### config.mk
export PLATFORM = sky130hd
export DESIGN_NAME = dcac_dac_alarm
export DESIGN_NICKNAME = d
export VERILOG_FILES = /design/src/logic/dcac_pkg.sv /design/src/logic/dcac_dac_alarm.sv /design/src/logic/dcac_limit_det.sv
export SDC_FILE = /design/constraint.sdc
export NUM_CORES = 2
export LEC_CHECK = 0
export BUFFER_PORTS_ARGS = -buffer_cell sky130_fd_sc_hd__buf_2
export CAP_MARGIN = 20
export CORE_ASPECT_RATIO = 0.9
export CORE_MARGIN = 4
export CORE_UTILIZATION = 61
export DETAILED_ROUTE_END_ITERATION = 10
export GPL_TIMING_DRIVEN = 0
export HOLD_SLACK_MARGIN = 0.02
export PLACE_DENSITY = 0.82
export RECOVER_POWER = 25
export SLEW_MARGIN = 20
export SYNTH_ARGS = -nofsm -noshare
export SYNTH_HDL_FRONTEND = slang
export SYNTH_SLANG_ARGS = --single-unit
### constraint.sdc
create_clock -name ref_clk -period 5.7 [get_ports ref_clk]
set_input_delay 0.285 -clock ref_clk [delete_from_list [all_inputs] [get_ports ref_clk]]
set_output_delay 0.285 -clock ref_clk [all_outputs]
set_load 0.02 [all_outputs]
### src/logic/dcac_pkg.sv
// Constants, register map and carrier types for the DAC update, clear and alarm block.
// Assumes a serial protocol engine outside that issues one-cycle register requests.
package dcac_pkg;

  // ----------------------------------------------------------------
  // Sizes
  // ----------------------------------------------------------------
  localparam int NUM_DAC = 12;
  localparam int DAC_W = 12;
  localparam int NUM_IN = 4;
  localparam int NUM_TEMP = 3;
  localparam int NUM_MON = NUM_IN + NUM_TEMP;
  localparam int RES_W = 12;
  localparam int HYST_W = 7;
  localparam int CNT_W = 9;
  localparam int STAT_W = NUM_IN + 2 * NUM_TEMP + 1;
  localparam int ADDR_W = 8;
  localparam int DATA_W = 16;

  // ----------------------------------------------------------------
  // Register offsets
  // ----------------------------------------------------------------
  localparam logic [7:0] ADDR_HYST_BASE = 8'h18;
  localparam logic [7:0] ADDR_HI_BASE = 8'h20;
  localparam logic [7:0] ADDR_LO_BASE = 8'h28;
  localparam logic [7:0] ADDR_DEBOUNCE = 8'h4B;
  localparam logic [7:0] ADDR_CFG0 = 8'h4C;
  localparam logic [7:0] ADDR_ALM_CTRL = 8'h4D;
  localparam logic [7:0] ADDR_STATUS = 8'h4E;
  localparam logic [7:0] ADDR_SW_CLR = 8'h55;
  localparam logic [7:0] ADDR_PIN_SEL_A = 8'h56;
  localparam logic [7:0] ADDR_PIN_SEL_B = 8'h57;
  localparam logic [7:0] ADDR_LOAD_CFG = 8'h58;
  localparam logic [7:0] ADDR_AUTO_SRC = 8'h59;
  localparam logic [7:0] ADDR_AUTO_EN = 8'h5A;
  localparam logic [7:0] ADDR_DAC_BASE = 8'h60;
  localparam logic [7:0] ADDR_CODE_BASE = 8'h70;

  // ----------------------------------------------------------------
  // Field positions
  // ----------------------------------------------------------------
  localparam int CFG0_LOAD_BIT = 0;
  localparam int CFG0_SWRST_BIT = 1;
  localparam int CFG0_GFLAG_BIT = 15;
  localparam int ALM_HOLD_DIS_BIT = 15;
  localparam int DEB_IN_LSB = 0;
  localparam int DEB_TEMP_LSB = 4;
  localparam int STAT_UPPER_LSB = NUM_IN;
  localparam int STAT_LOWER_LSB = NUM_IN + NUM_TEMP;
  localparam int STAT_OVERTEMP_BIT = NUM_IN + 2 * NUM_TEMP;
  localparam int TEMP_HYST_W = 5;

  // ----------------------------------------------------------------
  // Reset values
  // ----------------------------------------------------------------
  localparam logic [15:0] DEBOUNCE_RST = 16'h0023;
  localparam logic [11:0] HI_RST = 12'hFFF;
  localparam logic [11:0] LO_RST = 12'h000;
  localparam logic [6:0] HYST_RST = 7'h00;
  localparam logic [10:0] UNMASK_RST = 11'h7FF;

  // ----------------------------------------------------------------
  // Die temperature limit
  // ----------------------------------------------------------------
  localparam int OVERTEMP_C = 150;
  localparam int OVERTEMP_HYST_C = 8;

  // ----------------------------------------------------------------
  // Carrier types
  // ----------------------------------------------------------------
  typedef struct packed {
    logic wr;
    logic rd;
    logic [ADDR_W-1:0] addr;
    logic [DATA_W-1:0] wdata;
  } dcac_req_t;

  typedef struct packed {
    logic [NUM_MON-1:0] valid;
    logic [NUM_MON-1:0][RES_W-1:0] result;
  } dcac_mon_t;

  typedef logic [NUM_DAC-1:0][DAC_W-1:0] dcac_dac_arr_t;

  // Consecutive-violation count from the input field code
  function automatic logic [CNT_W-1:0] dcac_need_in(input logic [2:0] code);
    logic [CNT_W-1:0] n;
    n = 9'h001;
    if (code != 3'h0) begin
      n = 9'h001 << ({1'b0, code} + 4'h1);
    end
    return n;
  endfunction : dcac_need_in

  // Consecutive-violation count from the temperature field code
  function automatic logic [CNT_W-1:0] dcac_need_temp(input logic [1:0] code);
    logic [CNT_W-1:0] n;
    case (code)
      2'h0: n = 9'h001;
      2'h1: n = 9'h002;
      default: n = 9'h008;
    endcase
    return n;
  endfunction : dcac_need_temp

endpackage : dcac_pkg

### src/logic/dcac_dac_alarm.sv
// DAC holding and latch registers, load modes, clearing, and the monitor alarm path.
// Assumes a serial engine issuing one-cycle register requests and ADC logic on ref_clk.
`timescale 1ns/1ns

// Summary of operation
// - Each DAC has holding data feeding an output latch; output follows the latch.
// - Host read of a DAC channel returns its latch, not its holding data.
// - Sync-mode channels update their latch only on an internal load trigger or on leaving clear.
// - Writing 1 to the load trigger bit loads all sync-mode channels read since the previous trigger at once.
// - Async-mode channels copy written holding data into the latch right after the write.
// - A load trigger reloads only channels read by the host since the previous trigger.
// - While a clear pin is low, channels selected by its clear-select register stay cleared.
// - Writing the software clear register clears the channels it selects.
// - Alarm events chosen by the source register clear the auto-clear enabled channels.
// - Entering clear loads the clear code to the output, holding data unchanged.
// - Leaving clear reloads the output from holding data, whatever the load mode.
// - Overtemp flag sets when die temperature exceeds 150 degrees C.
// - Out-of-range input sets its status bit; global flag is OR of status bits.
// - Latched mode: bit stays until condition ends and status read; persisting ones re-set.
// - Unlatched mode: each status bit clears as soon as its condition ends.
// - Open-drain fault pin drives low while any unmasked status bit is 1, else released.
// - Analog input alarms when result is above high or below low threshold.
// - High threshold below low threshold keeps that input's alarm permanently set.
// - Each temperature sensor has separate high-limit and low-limit alarm bits.
// - Only unmasked events drive the fault pin; masked ones still set status.
// - Latched status bits also clear on hardware, software or power-on reset.
// - Alarm sets only after N consecutive out-of-range conversions, N programmable.
// - Alarm clears only once the result is back inside by the hysteresis amount.
module dcac_dac_alarm
  import dcac_pkg::*;
#(
  parameter int TEMP_LSB_PER_C = 4
) (
  // Clock and reset
  input wire logic ref_clk,
  input wire logic rst_n,
  // Register request from the serial engine
  input wire dcac_req_t reg_req,
  output logic [DATA_W-1:0] reg_rdata,
  output logic reg_rvalid,
  // Monitor results from the conversion logic
  input wire dcac_mon_t mon_in,
  input wire logic die_temp_valid,
  input wire logic [RES_W-1:0] die_temp,
  // Hardware clear pins
  input wire logic hw_clear_pin_a_n,
  input wire logic hw_clear_pin_b_n,
  // DAC codes to the resistor strings
  output dcac_dac_arr_t dac_code,
  // Open-drain fault pin
  output logic global_fault_pin_n_o,
  output logic global_fault_pin_n_oe_n
);

  // ----------------------------------------------------------------
  // Elaboration checks and derived limits
  // ----------------------------------------------------------------
  localparam int OT_CODE_I = OVERTEMP_C * TEMP_LSB_PER_C;
  localparam int OT_CLR_I = (OVERTEMP_C - OVERTEMP_HYST_C) * TEMP_LSB_PER_C;
  localparam logic [RES_W-1:0] OT_CODE = OT_CODE_I[RES_W-1:0];
  localparam logic [RES_W-1:0] OT_CLR = OT_CLR_I[RES_W-1:0];
  generate
    if (TEMP_LSB_PER_C < 1 || OT_CODE_I >= (1 << RES_W)) begin : g_bad_scale
      $error("TEMP_LSB_PER_C puts the die limit outside the result range");
    end
  endgenerate
  // ----------------------------------------------------------------
  // State
  // ----------------------------------------------------------------
  dcac_dac_arr_t hold_r, hold_nxt, latch_r, latch_nxt, code_r, code_nxt, out_r, out_nxt;
  logic [NUM_DAC-1:0] sync_sel_r, sync_sel_nxt, sw_clr_r, sw_clr_nxt;
  logic [NUM_DAC-1:0] sel_a_r, sel_a_nxt, sel_b_r, sel_b_nxt;
  logic [NUM_DAC-1:0] auto_en_r, auto_en_nxt, read_seen_r, read_seen_nxt;
  logic [NUM_DAC-1:0] cleared_r, cleared_nxt;
  logic [STAT_W-1:0] auto_src_r, auto_src_nxt, status_r, status_nxt;
  logic [STAT_W-1:0] unmask_r, unmask_nxt;
  logic hold_dis_r, hold_dis_nxt, ot_r, ot_nxt, pin_oe_n_r, pin_oe_n_nxt;
  logic [15:0] deb_r, deb_nxt;
  logic [NUM_MON-1:0][RES_W-1:0] hi_r, hi_nxt, lo_r, lo_nxt;
  logic [NUM_MON-1:0][HYST_W-1:0] hyst_r, hyst_nxt;
  logic [DATA_W-1:0] rdata_r, rdata_nxt;
  logic rvalid_r, rvalid_nxt;
  logic [2:0] pin_a_s, pin_b_s;
  logic pin_a_low_r, pin_b_low_r;
  logic [NUM_MON-1:0] mon_hi, mon_lo;
  logic [NUM_MON-1:0][HYST_W-1:0] mon_hyst;
  logic [NUM_MON-1:0][CNT_W-1:0] mon_need;
  logic [STAT_W-1:0] cond;
  logic [NUM_DAC-1:0] clr_now;
  logic load_evt, sw_rst, stat_rd, dac_hit, code_hit;
  logic [3:0] dac_idx, code_idx;
  logic [7:0] dac_off, code_off;
  // ----------------------------------------------------------------
  // Clear pin synchronisers
  // ----------------------------------------------------------------
  always_ff @(posedge ref_clk or negedge rst_n) begin
    if (!rst_n) begin
      pin_a_s <= 3'h7;
      pin_b_s <= 3'h7;
      pin_a_low_r <= 1'b0;
      pin_b_low_r <= 1'b0;
    end else begin
      pin_a_s <= {pin_a_s[1:0], hw_clear_pin_a_n};
      pin_b_s <= {pin_b_s[1:0], hw_clear_pin_b_n};
      if (pin_a_s[2] == pin_a_s[1]) pin_a_low_r <= ~pin_a_s[2];
      if (pin_b_s[2] == pin_b_s[1]) pin_b_low_r <= ~pin_b_s[2];
    end
  end
  // ----------------------------------------------------------------
  // Limit detectors
  // ----------------------------------------------------------------
  generate
    for (genvar m = 0; m < NUM_MON; m++) begin : g_mon
      if (m < NUM_IN) begin : g_in
        assign mon_hyst[m] = hyst_r[m];
        assign mon_need[m] = dcac_need_in(deb_r[DEB_IN_LSB +: 3]);
        assign cond[m] = mon_hi[m] | mon_lo[m] | (hi_r[m] < lo_r[m]);
      end else begin : g_temp
        assign mon_hyst[m] = {2'b00, hyst_r[m][TEMP_HYST_W-1:0]};
        assign mon_need[m] = dcac_need_temp(deb_r[DEB_TEMP_LSB +: 2]);
        assign cond[STAT_UPPER_LSB + m - NUM_IN] = mon_hi[m];
        assign cond[STAT_LOWER_LSB + m - NUM_IN] = mon_lo[m];
      end
      dcac_limit_det u_det (
        .ref_clk(ref_clk),
        .rst_n(rst_n),
        .sample_valid(mon_in.valid[m]),
        .sample(mon_in.result[m]),
        .limit_hi(hi_r[m]),
        .limit_lo(lo_r[m]),
        .hyst(mon_hyst[m]),
        .need_count(mon_need[m]),
        .hi_alarm(mon_hi[m]),
        .lo_alarm(mon_lo[m])
      );
    end
  endgenerate
  assign cond[STAT_OVERTEMP_BIT] = ot_r;
  // ----------------------------------------------------------------
  // Next-state logic
  // ----------------------------------------------------------------
  always_comb begin
    hold_nxt = hold_r;
    latch_nxt = latch_r;
    code_nxt = code_r;
    sync_sel_nxt = sync_sel_r;
    sw_clr_nxt = sw_clr_r;
    sel_a_nxt = sel_a_r;
    sel_b_nxt = sel_b_r;
    auto_en_nxt = auto_en_r;
    auto_src_nxt = auto_src_r;
    unmask_nxt = unmask_r;
    hold_dis_nxt = hold_dis_r;
    deb_nxt = deb_r;
    hi_nxt = hi_r;
    lo_nxt = lo_r;
    hyst_nxt = hyst_r;
    read_seen_nxt = read_seen_r;
    ot_nxt = ot_r;
    rdata_nxt = '0;
    rvalid_nxt = reg_req.rd;
    dac_off = reg_req.addr - ADDR_DAC_BASE;
    code_off = reg_req.addr - ADDR_CODE_BASE;
    dac_idx = dac_off[3:0];
    code_idx = code_off[3:0];
    dac_hit = (reg_req.addr >= ADDR_DAC_BASE) && (dac_off < 8'(NUM_DAC));
    code_hit = (reg_req.addr >= ADDR_CODE_BASE) && (code_off < 8'(NUM_DAC));
    load_evt = reg_req.wr && (reg_req.addr == ADDR_CFG0) && reg_req.wdata[CFG0_LOAD_BIT];
    sw_rst = reg_req.wr && (reg_req.addr == ADDR_CFG0) && reg_req.wdata[CFG0_SWRST_BIT];
    stat_rd = reg_req.rd && (reg_req.addr == ADDR_STATUS);
    // Overtemp with fixed hysteresis
    if (die_temp_valid) begin
      if (die_temp > OT_CODE) begin
        ot_nxt = 1'b1;
      end else if (die_temp <= OT_CLR) begin
        ot_nxt = 1'b0;
      end
    end
    // Register writes
    if (reg_req.wr) begin
      case (reg_req.addr)
        ADDR_DEBOUNCE: deb_nxt = reg_req.wdata;
        ADDR_ALM_CTRL: begin
          unmask_nxt = reg_req.wdata[STAT_W-1:0];
          hold_dis_nxt = reg_req.wdata[ALM_HOLD_DIS_BIT];
        end
        ADDR_SW_CLR: sw_clr_nxt = reg_req.wdata[NUM_DAC-1:0];
        ADDR_PIN_SEL_A: sel_a_nxt = reg_req.wdata[NUM_DAC-1:0];
        ADDR_PIN_SEL_B: sel_b_nxt = reg_req.wdata[NUM_DAC-1:0];
        ADDR_LOAD_CFG: sync_sel_nxt = reg_req.wdata[NUM_DAC-1:0];
        ADDR_AUTO_SRC: auto_src_nxt = reg_req.wdata[STAT_W-1:0];
        ADDR_AUTO_EN: auto_en_nxt = reg_req.wdata[NUM_DAC-1:0];
        default: ;
      endcase
      for (int m = 0; m < NUM_MON; m++) begin
        if (reg_req.addr == ADDR_HI_BASE + 8'(m)) begin
          hi_nxt[m] = reg_req.wdata[RES_W-1:0];
        end
        if (reg_req.addr == ADDR_LO_BASE + 8'(m)) begin
          lo_nxt[m] = reg_req.wdata[RES_W-1:0];
        end
        if (reg_req.addr == ADDR_HYST_BASE + 8'(m)) begin
          hyst_nxt[m] = reg_req.wdata[HYST_W-1:0];
        end
      end
      if (code_hit) code_nxt[code_idx] = reg_req.wdata[DAC_W-1:0];
      if (dac_hit) begin
        hold_nxt[dac_idx] = reg_req.wdata[DAC_W-1:0];
        if (!sync_sel_r[dac_idx]) begin
          latch_nxt[dac_idx] = reg_req.wdata[DAC_W-1:0];
        end
      end
    end
    // Synchronous load of read channels
    if (load_evt) begin
      for (int i = 0; i < NUM_DAC; i++) begin
        if (sync_sel_r[i] && read_seen_r[i]) begin
          latch_nxt[i] = hold_r[i];
        end
      end
      read_seen_nxt = '0;
    end
    if (reg_req.rd && dac_hit) read_seen_nxt[dac_idx] = 1'b1;
    // Status bits
    if (sw_rst) begin
      status_nxt = '0;
    end else if (hold_dis_r) begin
      status_nxt = cond;
    end else begin
      status_nxt = cond | (status_r & ~{STAT_W{stat_rd}});
    end
    pin_oe_n_nxt = ~|(status_nxt & unmask_r);
    // Clear state and output selection
    clr_now = ({NUM_DAC{pin_a_low_r}} & sel_a_r) | ({NUM_DAC{pin_b_low_r}} & sel_b_r);
    clr_now = clr_now | sw_clr_r;
    clr_now = clr_now | ({NUM_DAC{|(status_r & auto_src_r)}} & auto_en_r);
    cleared_nxt = clr_now;
    for (int i = 0; i < NUM_DAC; i++) begin
      if (cleared_r[i] && !clr_now[i]) begin
        latch_nxt[i] = hold_nxt[i];
      end
      out_nxt[i] = clr_now[i] ? code_r[i] : latch_nxt[i];
    end
    // Register reads
    if (reg_req.rd) begin
      case (reg_req.addr)
        ADDR_DEBOUNCE: rdata_nxt = deb_r;
        ADDR_CFG0: rdata_nxt[CFG0_GFLAG_BIT] = |status_r;
        ADDR_ALM_CTRL: begin
          rdata_nxt[STAT_W-1:0] = unmask_r;
          rdata_nxt[ALM_HOLD_DIS_BIT] = hold_dis_r;
        end
        ADDR_STATUS: rdata_nxt[STAT_W-1:0] = status_r;
        ADDR_SW_CLR: rdata_nxt[NUM_DAC-1:0] = sw_clr_r;
        ADDR_PIN_SEL_A: rdata_nxt[NUM_DAC-1:0] = sel_a_r;
        ADDR_PIN_SEL_B: rdata_nxt[NUM_DAC-1:0] = sel_b_r;
        ADDR_LOAD_CFG: rdata_nxt[NUM_DAC-1:0] = sync_sel_r;
        ADDR_AUTO_SRC: rdata_nxt[STAT_W-1:0] = auto_src_r;
        ADDR_AUTO_EN: rdata_nxt[NUM_DAC-1:0] = auto_en_r;
        default: ;
      endcase
      for (int m = 0; m < NUM_MON; m++) begin
        if (reg_req.addr == ADDR_HI_BASE + 8'(m)) begin
          rdata_nxt[RES_W-1:0] = hi_r[m];
        end
        if (reg_req.addr == ADDR_LO_BASE + 8'(m)) begin
          rdata_nxt[RES_W-1:0] = lo_r[m];
        end
        if (reg_req.addr == ADDR_HYST_BASE + 8'(m)) begin
          rdata_nxt[HYST_W-1:0] = hyst_r[m];
        end
      end
      if (dac_hit) rdata_nxt[DAC_W-1:0] = latch_r[dac_idx];
      if (code_hit) rdata_nxt[DAC_W-1:0] = code_r[code_idx];
    end
  end
  // ----------------------------------------------------------------
  // Registers
  // ----------------------------------------------------------------
  always_ff @(posedge ref_clk or negedge rst_n) begin
    if (!rst_n) begin
      hold_r <= '0;
      latch_r <= '0;
      code_r <= '0;
      out_r <= '0;
      sync_sel_r <= '0;
      sw_clr_r <= '0;
      sel_a_r <= '0;
      sel_b_r <= '0;
      auto_en_r <= '0;
      auto_src_r <= '0;
      read_seen_r <= '0;
      cleared_r <= '0;
      status_r <= '0;
      unmask_r <= UNMASK_RST;
      hold_dis_r <= 1'b0;
      ot_r <= 1'b0;
      pin_oe_n_r <= 1'b1;
      deb_r <= DEBOUNCE_RST;
      hi_r <= {NUM_MON{HI_RST}};
      lo_r <= {NUM_MON{LO_RST}};
      hyst_r <= {NUM_MON{HYST_RST}};
      rdata_r <= '0;
      rvalid_r <= 1'b0;
    end else begin
      hold_r <= hold_nxt;
      latch_r <= latch_nxt;
      code_r <= code_nxt;
      out_r <= out_nxt;
      sync_sel_r <= sync_sel_nxt;
      sw_clr_r <= sw_clr_nxt;
      sel_a_r <= sel_a_nxt;
      sel_b_r <= sel_b_nxt;
      auto_en_r <= auto_en_nxt;
      auto_src_r <= auto_src_nxt;
      read_seen_r <= read_seen_nxt;
      cleared_r <= cleared_nxt;
      status_r <= status_nxt;
      unmask_r <= unmask_nxt;
      hold_dis_r <= hold_dis_nxt;
      ot_r <= ot_nxt;
      pin_oe_n_r <= pin_oe_n_nxt;
      deb_r <= deb_nxt;
      hi_r <= hi_nxt;
      lo_r <= lo_nxt;
      hyst_r <= hyst_nxt;
      rdata_r <= rdata_nxt;
      rvalid_r <= rvalid_nxt;
    end
  end
  assign reg_rdata = rdata_r;
  assign reg_rvalid = rvalid_r;
  assign dac_code = out_r;
  assign global_fault_pin_n_o = 1'b0;
  assign global_fault_pin_n_oe_n = pin_oe_n_r;
endmodule : dcac_dac_alarm

### src/logic/dcac_limit_det.sv
// One monitored quantity: limit compare with debounce count and hysteresis.
// Assumes sample_valid is a one-cycle strobe from logic on the same clock.
`timescale 1ns/1ns
module dcac_limit_det
  import dcac_pkg::*;
(
  // Clock and reset
  input wire logic ref_clk,
  input wire logic rst_n,
  // Sample
  input wire logic sample_valid,
  input wire logic [RES_W-1:0] sample,
  // Settings
  input wire logic [RES_W-1:0] limit_hi,
  input wire logic [RES_W-1:0] limit_lo,
  input wire logic [HYST_W-1:0] hyst,
  input wire logic [CNT_W-1:0] need_count,
  // Alarm conditions
  output logic hi_alarm,
  output logic lo_alarm
);

  logic [CNT_W-1:0] hi_cnt_r, hi_cnt_nxt, lo_cnt_r, lo_cnt_nxt;
  logic hi_act_r, hi_act_nxt, lo_act_r, lo_act_nxt;
  logic [RES_W:0] up_back, lo_back;

  always_comb begin
    hi_cnt_nxt = hi_cnt_r;
    lo_cnt_nxt = lo_cnt_r;
    hi_act_nxt = hi_act_r;
    lo_act_nxt = lo_act_r;
    up_back = {1'b0, sample} + {6'h00, hyst};
    lo_back = {1'b0, sample} - {6'h00, hyst};
    if (sample_valid) begin
      if (sample > limit_hi) begin
        if (hi_cnt_r < need_count) begin
          hi_cnt_nxt = hi_cnt_r + 9'h001;
        end
        if (hi_cnt_nxt >= need_count) begin
          hi_act_nxt = 1'b1;
        end
      end else begin
        hi_cnt_nxt = '0;
        if (up_back <= {1'b0, limit_hi}) begin
          hi_act_nxt = 1'b0;
        end
      end
      if (sample < limit_lo) begin
        if (lo_cnt_r < need_count) begin
          lo_cnt_nxt = lo_cnt_r + 9'h001;
        end
        if (lo_cnt_nxt >= need_count) begin
          lo_act_nxt = 1'b1;
        end
      end else begin
        lo_cnt_nxt = '0;
        if (!lo_back[RES_W] && lo_back >= {1'b0, limit_lo}) begin
          lo_act_nxt = 1'b0;
        end
      end
    end
  end

  always_ff @(posedge ref_clk or negedge rst_n) begin
    if (!rst_n) begin
      hi_cnt_r <= '0;
      lo_cnt_r <= '0;
      hi_act_r <= 1'b0;
      lo_act_r <= 1'b0;
    end else begin
      hi_cnt_r <= hi_cnt_nxt;
      lo_cnt_r <= lo_cnt_nxt;
      hi_act_r <= hi_act_nxt;
      lo_act_r <= lo_act_nxt;
    end
  end

  assign hi_alarm = hi_act_r;
  assign lo_alarm = lo_act_r;

endmodule : dcac_limit_det

Word level (Yosys, flattened, before mapping)
Cells that the tools add are included.
- add/subtract/negate cells: 31
- equality and inequality tests: 48
- magnitude comparators: 70
- shift-type cells: 1
- reduce and logical (&&, ||, !) cells: 125
- bitwise operators: 22
- mux-type cells: 192
- operators by type and width (cell ; count):
    $mux W144 ; 6
    $mux W12 ; 59
    $mux W9 ; 57
    $bwmux W144 ; 3
    $lt A12 B12 Y1 ; 11
    $add A9 B1 Y9 const B ; 14
    $eq A8 B6 Y1 const B ; 14
    $pmux W11 S9 ; 1
    $bmux W12 S4 ; 2
    $demux W12 S4 ; 2
    $ge A13 B12 Y1 ; 7
    $le A13 B12 Y1 ; 7
    $gt A12 B12 Y1 ; 7
    $eq A8 B7 Y1 const B ; 10
    $ge A9 B9 Y1 ; 8
    $lt A9 B9 Y1 ; 8
    $reduce_and A2 Y1 ; 31
    $eq A8 B5 Y1 const B ; 7
    $ge A9 B4 Y1 ; 6
    $lt A9 B4 Y1 ; 6
    $add A12 B7 Y13 ; 4
    $sub A12 B7 Y13 ; 4
    $mux W7 ; 7
    $or A12 B12 Y12 ; 4
    other kinds (36) ; 204
- word-level logic and storage cells: 606
- output and inout port bits: 163
- bits in registers: 1094
- bits of input ports: 134

Logic depth before layout (Yosys ltp)
- word-level depth: 27
- depth in mapped cells: 20
- gate-level depth less buffers: 18

Modules after synthesis
Synthesis repeated with hierarchy kept, for this count alone.
- cell total of the unflattened synthesis: 7278
- area total of the unflattened synthesis: 74416.4 um^2
- modules (own cells, without submodules) (module ; instances ; area each (um^2) ; cells an instance ; seq. area each (um^2)):
    dcac_dac_alarm ; 1 ; 47250.3 ; 3921 ; 24004.3
    dcac_limit_det (g_mon[3].u_det ...) ; 3 ; 3896.2 ; 480 ; 500.5
    dcac_limit_det (g_mon[0].u_det ...) ; 2 ; 3875.0 ; 485 ; 500.5
    dcac_limit_det (g_mon[6].u_det) ; 1 ; 3903.7 ; 487 ; 500.5
    dcac_limit_det (g_mon[2].u_det) ; 1 ; 3823.7 ; 460 ; 500.5

Least setup slack after synthesis
OpenSTA, ideal clock, no wires.
- path type: reg-to-reg
- from: reg deb_r[0]
- to: reg g_mon[2].u_det.lo_act_r
- slack: 749 ps
- data arrival time: 4825 ps
- stages on the path, launching flop included: 18
- cell sequence: dfstp_2 -> clkbuf_1 -> and2_1 -> ha_1 -> or3b_2 -> ha_1 -> a21oi_1 -> o21ai_0 -> a2111o_1 -> o21ai_2 -> nand3_1 -> nor2_1 -> xor2_1 -> ha_1 -> a2111oi_0 -> o21ai_0 -> a31o_2 -> a221o_1
- word-level cells in the longest chain between the ends: 10
- elaborated cells on any way between the ends: 11
- ends and longest elaborated chain (item ; line ; text):
    start: declaration ; dcac_dac_alarm.sv:78 ; logic [15:0] deb_r, deb_nxt;
    start signal: assignment ; dcac_dac_alarm.sv:323 ; deb_r <= deb_nxt;
    $add A3 B1 Y4 ; dcac_pkg.sv:90 ; n = 9'h001 << ({1'b0, code} + 4'h1);
    $shl A1 B4 Y9 ; dcac_pkg.sv:90 ;
    $mux W9 * ; dcac_pkg.sv:89 ; if (code != 3'h0) begin
    $lt A9 B9 Y1 ; dcac_limit_det.sv:49 ; if (lo_cnt_r < need_count) begin
    $mux W9 ; dcac_limit_det.sv:49 ;
    $mux W9 ; dcac_limit_det.sv:48 ; if (sample < limit_lo) begin
    $mux W9 ; dcac_limit_det.sv:34 ; if (sample_valid) begin
    $ge A9 B9 Y1 * ; dcac_limit_det.sv:52 ; if (lo_cnt_nxt >= need_count) begin
    $ne A2 B2 Y1 (no source line) * ; - ;
    $reduce_and A3 Y1 (no source line) * ; - ;
    end signal: assignment ; dcac_limit_det.sv:74 ; lo_act_r <= lo_act_nxt;
    end: declaration ; dcac_limit_det.sv:24 ; logic hi_act_r, hi_act_nxt, lo_act_r, lo_act_nxt;
Mark *: on every way between the ends. The rest lies on a longest branch, timed or not. The select of a mux whose other input is x is not followed.
A chain may end at the register's enable or synchronous reset.

Worst setup path in the final report
- from: reg deb_r[2]
- to: reg g_mon[2].u_det.lo_act_r
The elaborated chain is that of the path after synthesis.

==> flow_metrics.py <==
metrics = {
    "status": {
        "status": "finished, violations left",
        "violations": "capacitance limit, slew limit",
    },
    "setup_path": {
        "required_ps": 6290,
        "crit_type": "register to register",
        "cp_data_arrival_time_ps": 6080,
        "worstSetupEndpointType": "register",
        "crit_fanout": 10,
        "cp-start-kind": "register",
    },
    "drt": {
        "drt-initial-drc-count": 7462,
        "firstDrtPassIters": 7,
        "dr.max_layer_used": "met5",
        "wl_met2_mm": 112,
        "post_drt_wl_per_cell_um": 29.2,
        "route.met3.wl_mm": 30.3,
        "drc": 0,
        "vias": 61400,
        "vias_per_cell": 6.83,
        "ant_nets": 0,
        "wl_met1_mm": 99.0,
        "wirelength_mm": 263,
    },
    "sta": {
        "fin_worst_skew_ps": 65.0,
        "period_needed_ps": 5490,
        "finalHoldViolCount": 0,
        "slew_headroom_pct": -100,
        "fin_crit_sh_pct": 96.3,
        "max_slew.worst_pin.slew_ps": 3000,
        "setup_viol": 0,
        "finalMaxSlewViolations": 258,
        "fmax_mhz": 182,
    },
    "placed_design": {
        "dp_cells": 8715,
        "io_buffers": 284,
        "hpwl_mm": 196,
        "dpl_cell_area_mm2": 0.0748,
        "gp_congestion": 1.04,
    },
    "floorplanning": {
        "core.rowCount": 118,
        "die_height_um": 332,
        "ios": 297,
        "core_region_area_mm2": 0.115,
        "initial_utilization_pct": 61.6,
        "die_width_um": 368,
        "die-area_mm2": 0.122,
    },
    "logic_synthesis": {
        "syn_inst": 6856,
        "synth_edf_count": 0,
        "synth.distinct_cells": 105,
        "synth.most_common_cell": "dfrtp_1",
        "netlist_area_mm2": 0.0711,
        "ys.warnings.count": 0,
        "yosysTopAreaCell": "dfrtp_1",
        "syn_nets": 7646,
        "synth_area_per_cell_um2": 10.4,
        "ys_top_cells_by_count": "989 x dfrtp_1, 648 x nand2_1, 642 x ha_1",
        "synth.top_cell.area_share_pct": 34.8,
        "ys_ff_latch": 1094,
        "synthFlopType": "dfrtp_1",
        "synthArstFlopShare_pct": 100,
        "yosys-top-cells-area": "dfrtp_1 35%, ha_1 11%, mux2_2 10%",
        "ys_seq_area_share_pct": 38.7,
    },
    "clocking": {
        "numCtsBuffers": 112,
        "h-tree-depth": 3,
        "insertion_delay_ps": 770,
        "cts.sinks": 1094,
        "clk_pin_slew_ps": 70,
        "cts_root_buf": "clkbuf_16",
        "clockBufferDepth": 3,
        "cts_tree": "done",
    },
    "finish": {
        "drive_above_1_share_pct": 17.8,
        "nets": 8095,
        "final_cells": 8996,
        "multiInputGateArea_mm2": 0.0407,
        "synthToLayoutAreaGrowth_pct": 11.6,
        "regArea_mm2": 0.0275,
        "final_util_pct": 68.8,
        "design_area_mm2": 0.0793,
        "nFillCells": 8729,
    },
    "power_and_ir_drop": {
        "power_density_mw_per_mm2": 293,
        "p_leak_nw": 36.6,
        "p_total_mw": 23.2,
        "max-vdd-ir-drop_mv": 0.283,
    },
    "global_routing": {
        "gr-usage-all-layers_pct": 41.8,
        "grt_max_degree": 143,
        "antenna_found_initial": 29,
        "first_global_vias": 59700,
        "grt_first_pass_wirelength_mm": 385,
        "grt.overflow.total": 0,
    },
    "min_path": {
        "worstHoldPathType": "primary input to register",
    },
    "job": {
        "max_cap_violations": 4,
    },
}
[logic make-up (layout without fill, tap and decap cells)]
kind of cell,after synthesis,count (layout),share of synthesized area [%]
buffers and inverters,731,1278,4.15
other,1,33,0.00528
adder cells (fa/ha/maj),656,656,11.7
AND/OR/NAND/NOR,1520,1521,10.5
XOR/XNOR,200,200,2.47
flip-flops,1094,1094,38.7
multiplexers,1019,1019,17.0
AO/OA/AOI/OAI,1635,1635,15.4
[path summary, 6_finish.rpt]
check                      startpoint                          to  slack, ps  cells past startpoint
max                          deb_r[2]     g_mon[2].u_det.lo_alarm        210                     18
min                        mon_in[71]     g_mon[5].u_det.hi_alarm         60                      4
max reg2reg                  deb_r[2]     g_mon[2].u_det.lo_alarm        210                     18
min reg2reg                pin_b_s[0]                  pin_b_s[1]        360                      0
max in group asynchronous       rst_n                dac_code[54]        950                      4
min in group asynchronous       rst_n  g_mon[2].u_det.lo_cnt_r[2]       1040                      2
[layout by cell type, fill, tap and decap left out, drive strengths merged, types with 23 or more instances in the layout]
master	netlist	final
nor4	47	47
clkinv	1	29
dfrtp	989	989
o21ai	438	438
nor2	257	257
diode	0	32
and2	40	40
clkbuf	258	572
a21oi	248	248
xnor2	118	118
o21a	198	198
mux2i	165	165
xor2	82	82
nand2b	56	56
a221o	28	28
dfstp	105	105
nand4	76	76
o2111ai	23	23
inv	334	339
ha	642	642
a31oi	25	25
o211ai	111	111
a211oi	55	55
bufinv	0	24
buf	138	284
a21o	130	130
nand2	648	648
nor3	74	74
o22ai	46	46
nand3	108	108
mux4	75	75
a21boi	23	23
mux2	779	779
a22oi	50	50
nor2b	56	56
a22o	34	34
[power by group]
part | total, mW | leakage, nW | switching [mW] | internal, mW
combinational | 5.60 | 19.9 | 3.43 | 2.17
clock | 8.57 | 2.06 | 3.52 | 5.05
sequential | 9.08 | 14.6 | 0.653 | 8.42
[layout make-up]
type | instances | area share, %
Multi-Input combinational cell | 5032 | 51.3
Inverter | 335 | 1.59
Sequential cell | 1094 | 34.7
Tap cell | 1560 | 2.46
Clock buffer | 143 | 3.97
Clock inverter | 70 | 1.48
Timing Repair Buffer | 336 | 2.29
Antenna cell | 32 | 0.101
Buffer | 394 | 2.14
[through the flow]
stage          worst slack, ps  setup TNS (ps)  hold slack, ps
3_5_place_dp              -758           -3930             322
6_report                   211               0            58.3
4_1_cts                    105               0            22.0
5_1_grt                  -23.2           -49.8            63.5
3_3_place_gp            -19500               -             349
2_1_floorplan              749               0           -10.6
[layer usage]
layer  track usage [%]  vias to the layer above
met5                 0                        -
met4              28.4                        6
met3              11.7                      985
met2              61.3                     4112
met1              54.0                    30200
li1                  -                    26100
[sequential cells by signal (all words and copies together), names as in the netlist, 16 cells and up]
name,count
code_r,144
dac_code,144
hold_r,144
latch_r,144
hi_r,84
lo_r,84
g_mon.u_det.hi_cnt_r,63
g_mon.u_det.lo_cnt_r,63
hyst_r,49
deb_r,16
reg_rdata,16
[what timing repair did]
item | in CTS | in global routing
pin swaps | 2 | 3
gates cloned | 0 | 1
setup endpoints to repair | 8 | 5
endpoints found under the hold margin | 147 | 0
hold buffers | 17 | 0
setup buffers | 7 | 10
gates resized for setup | 8 | 6
[critical path, stage by stage, from the launching register on]
cell	delay, ps
dfrtp_1	350
clkbuf_2	300
buf_6	240
inv_1	60
ha_1	430
or3b_4	590
ha_1	340
a21oi_1	140
o21ai_0	110
a2111o_1	460
o21ai_4	300
nand3_1	180
nor2_1	200
xor2_1	170
ha_1	250
a2111oi_0	360
o21ai_0	220
a31o_2	270
a221o_1	340
Note: power is estimated with default switching activity, not from simulation.
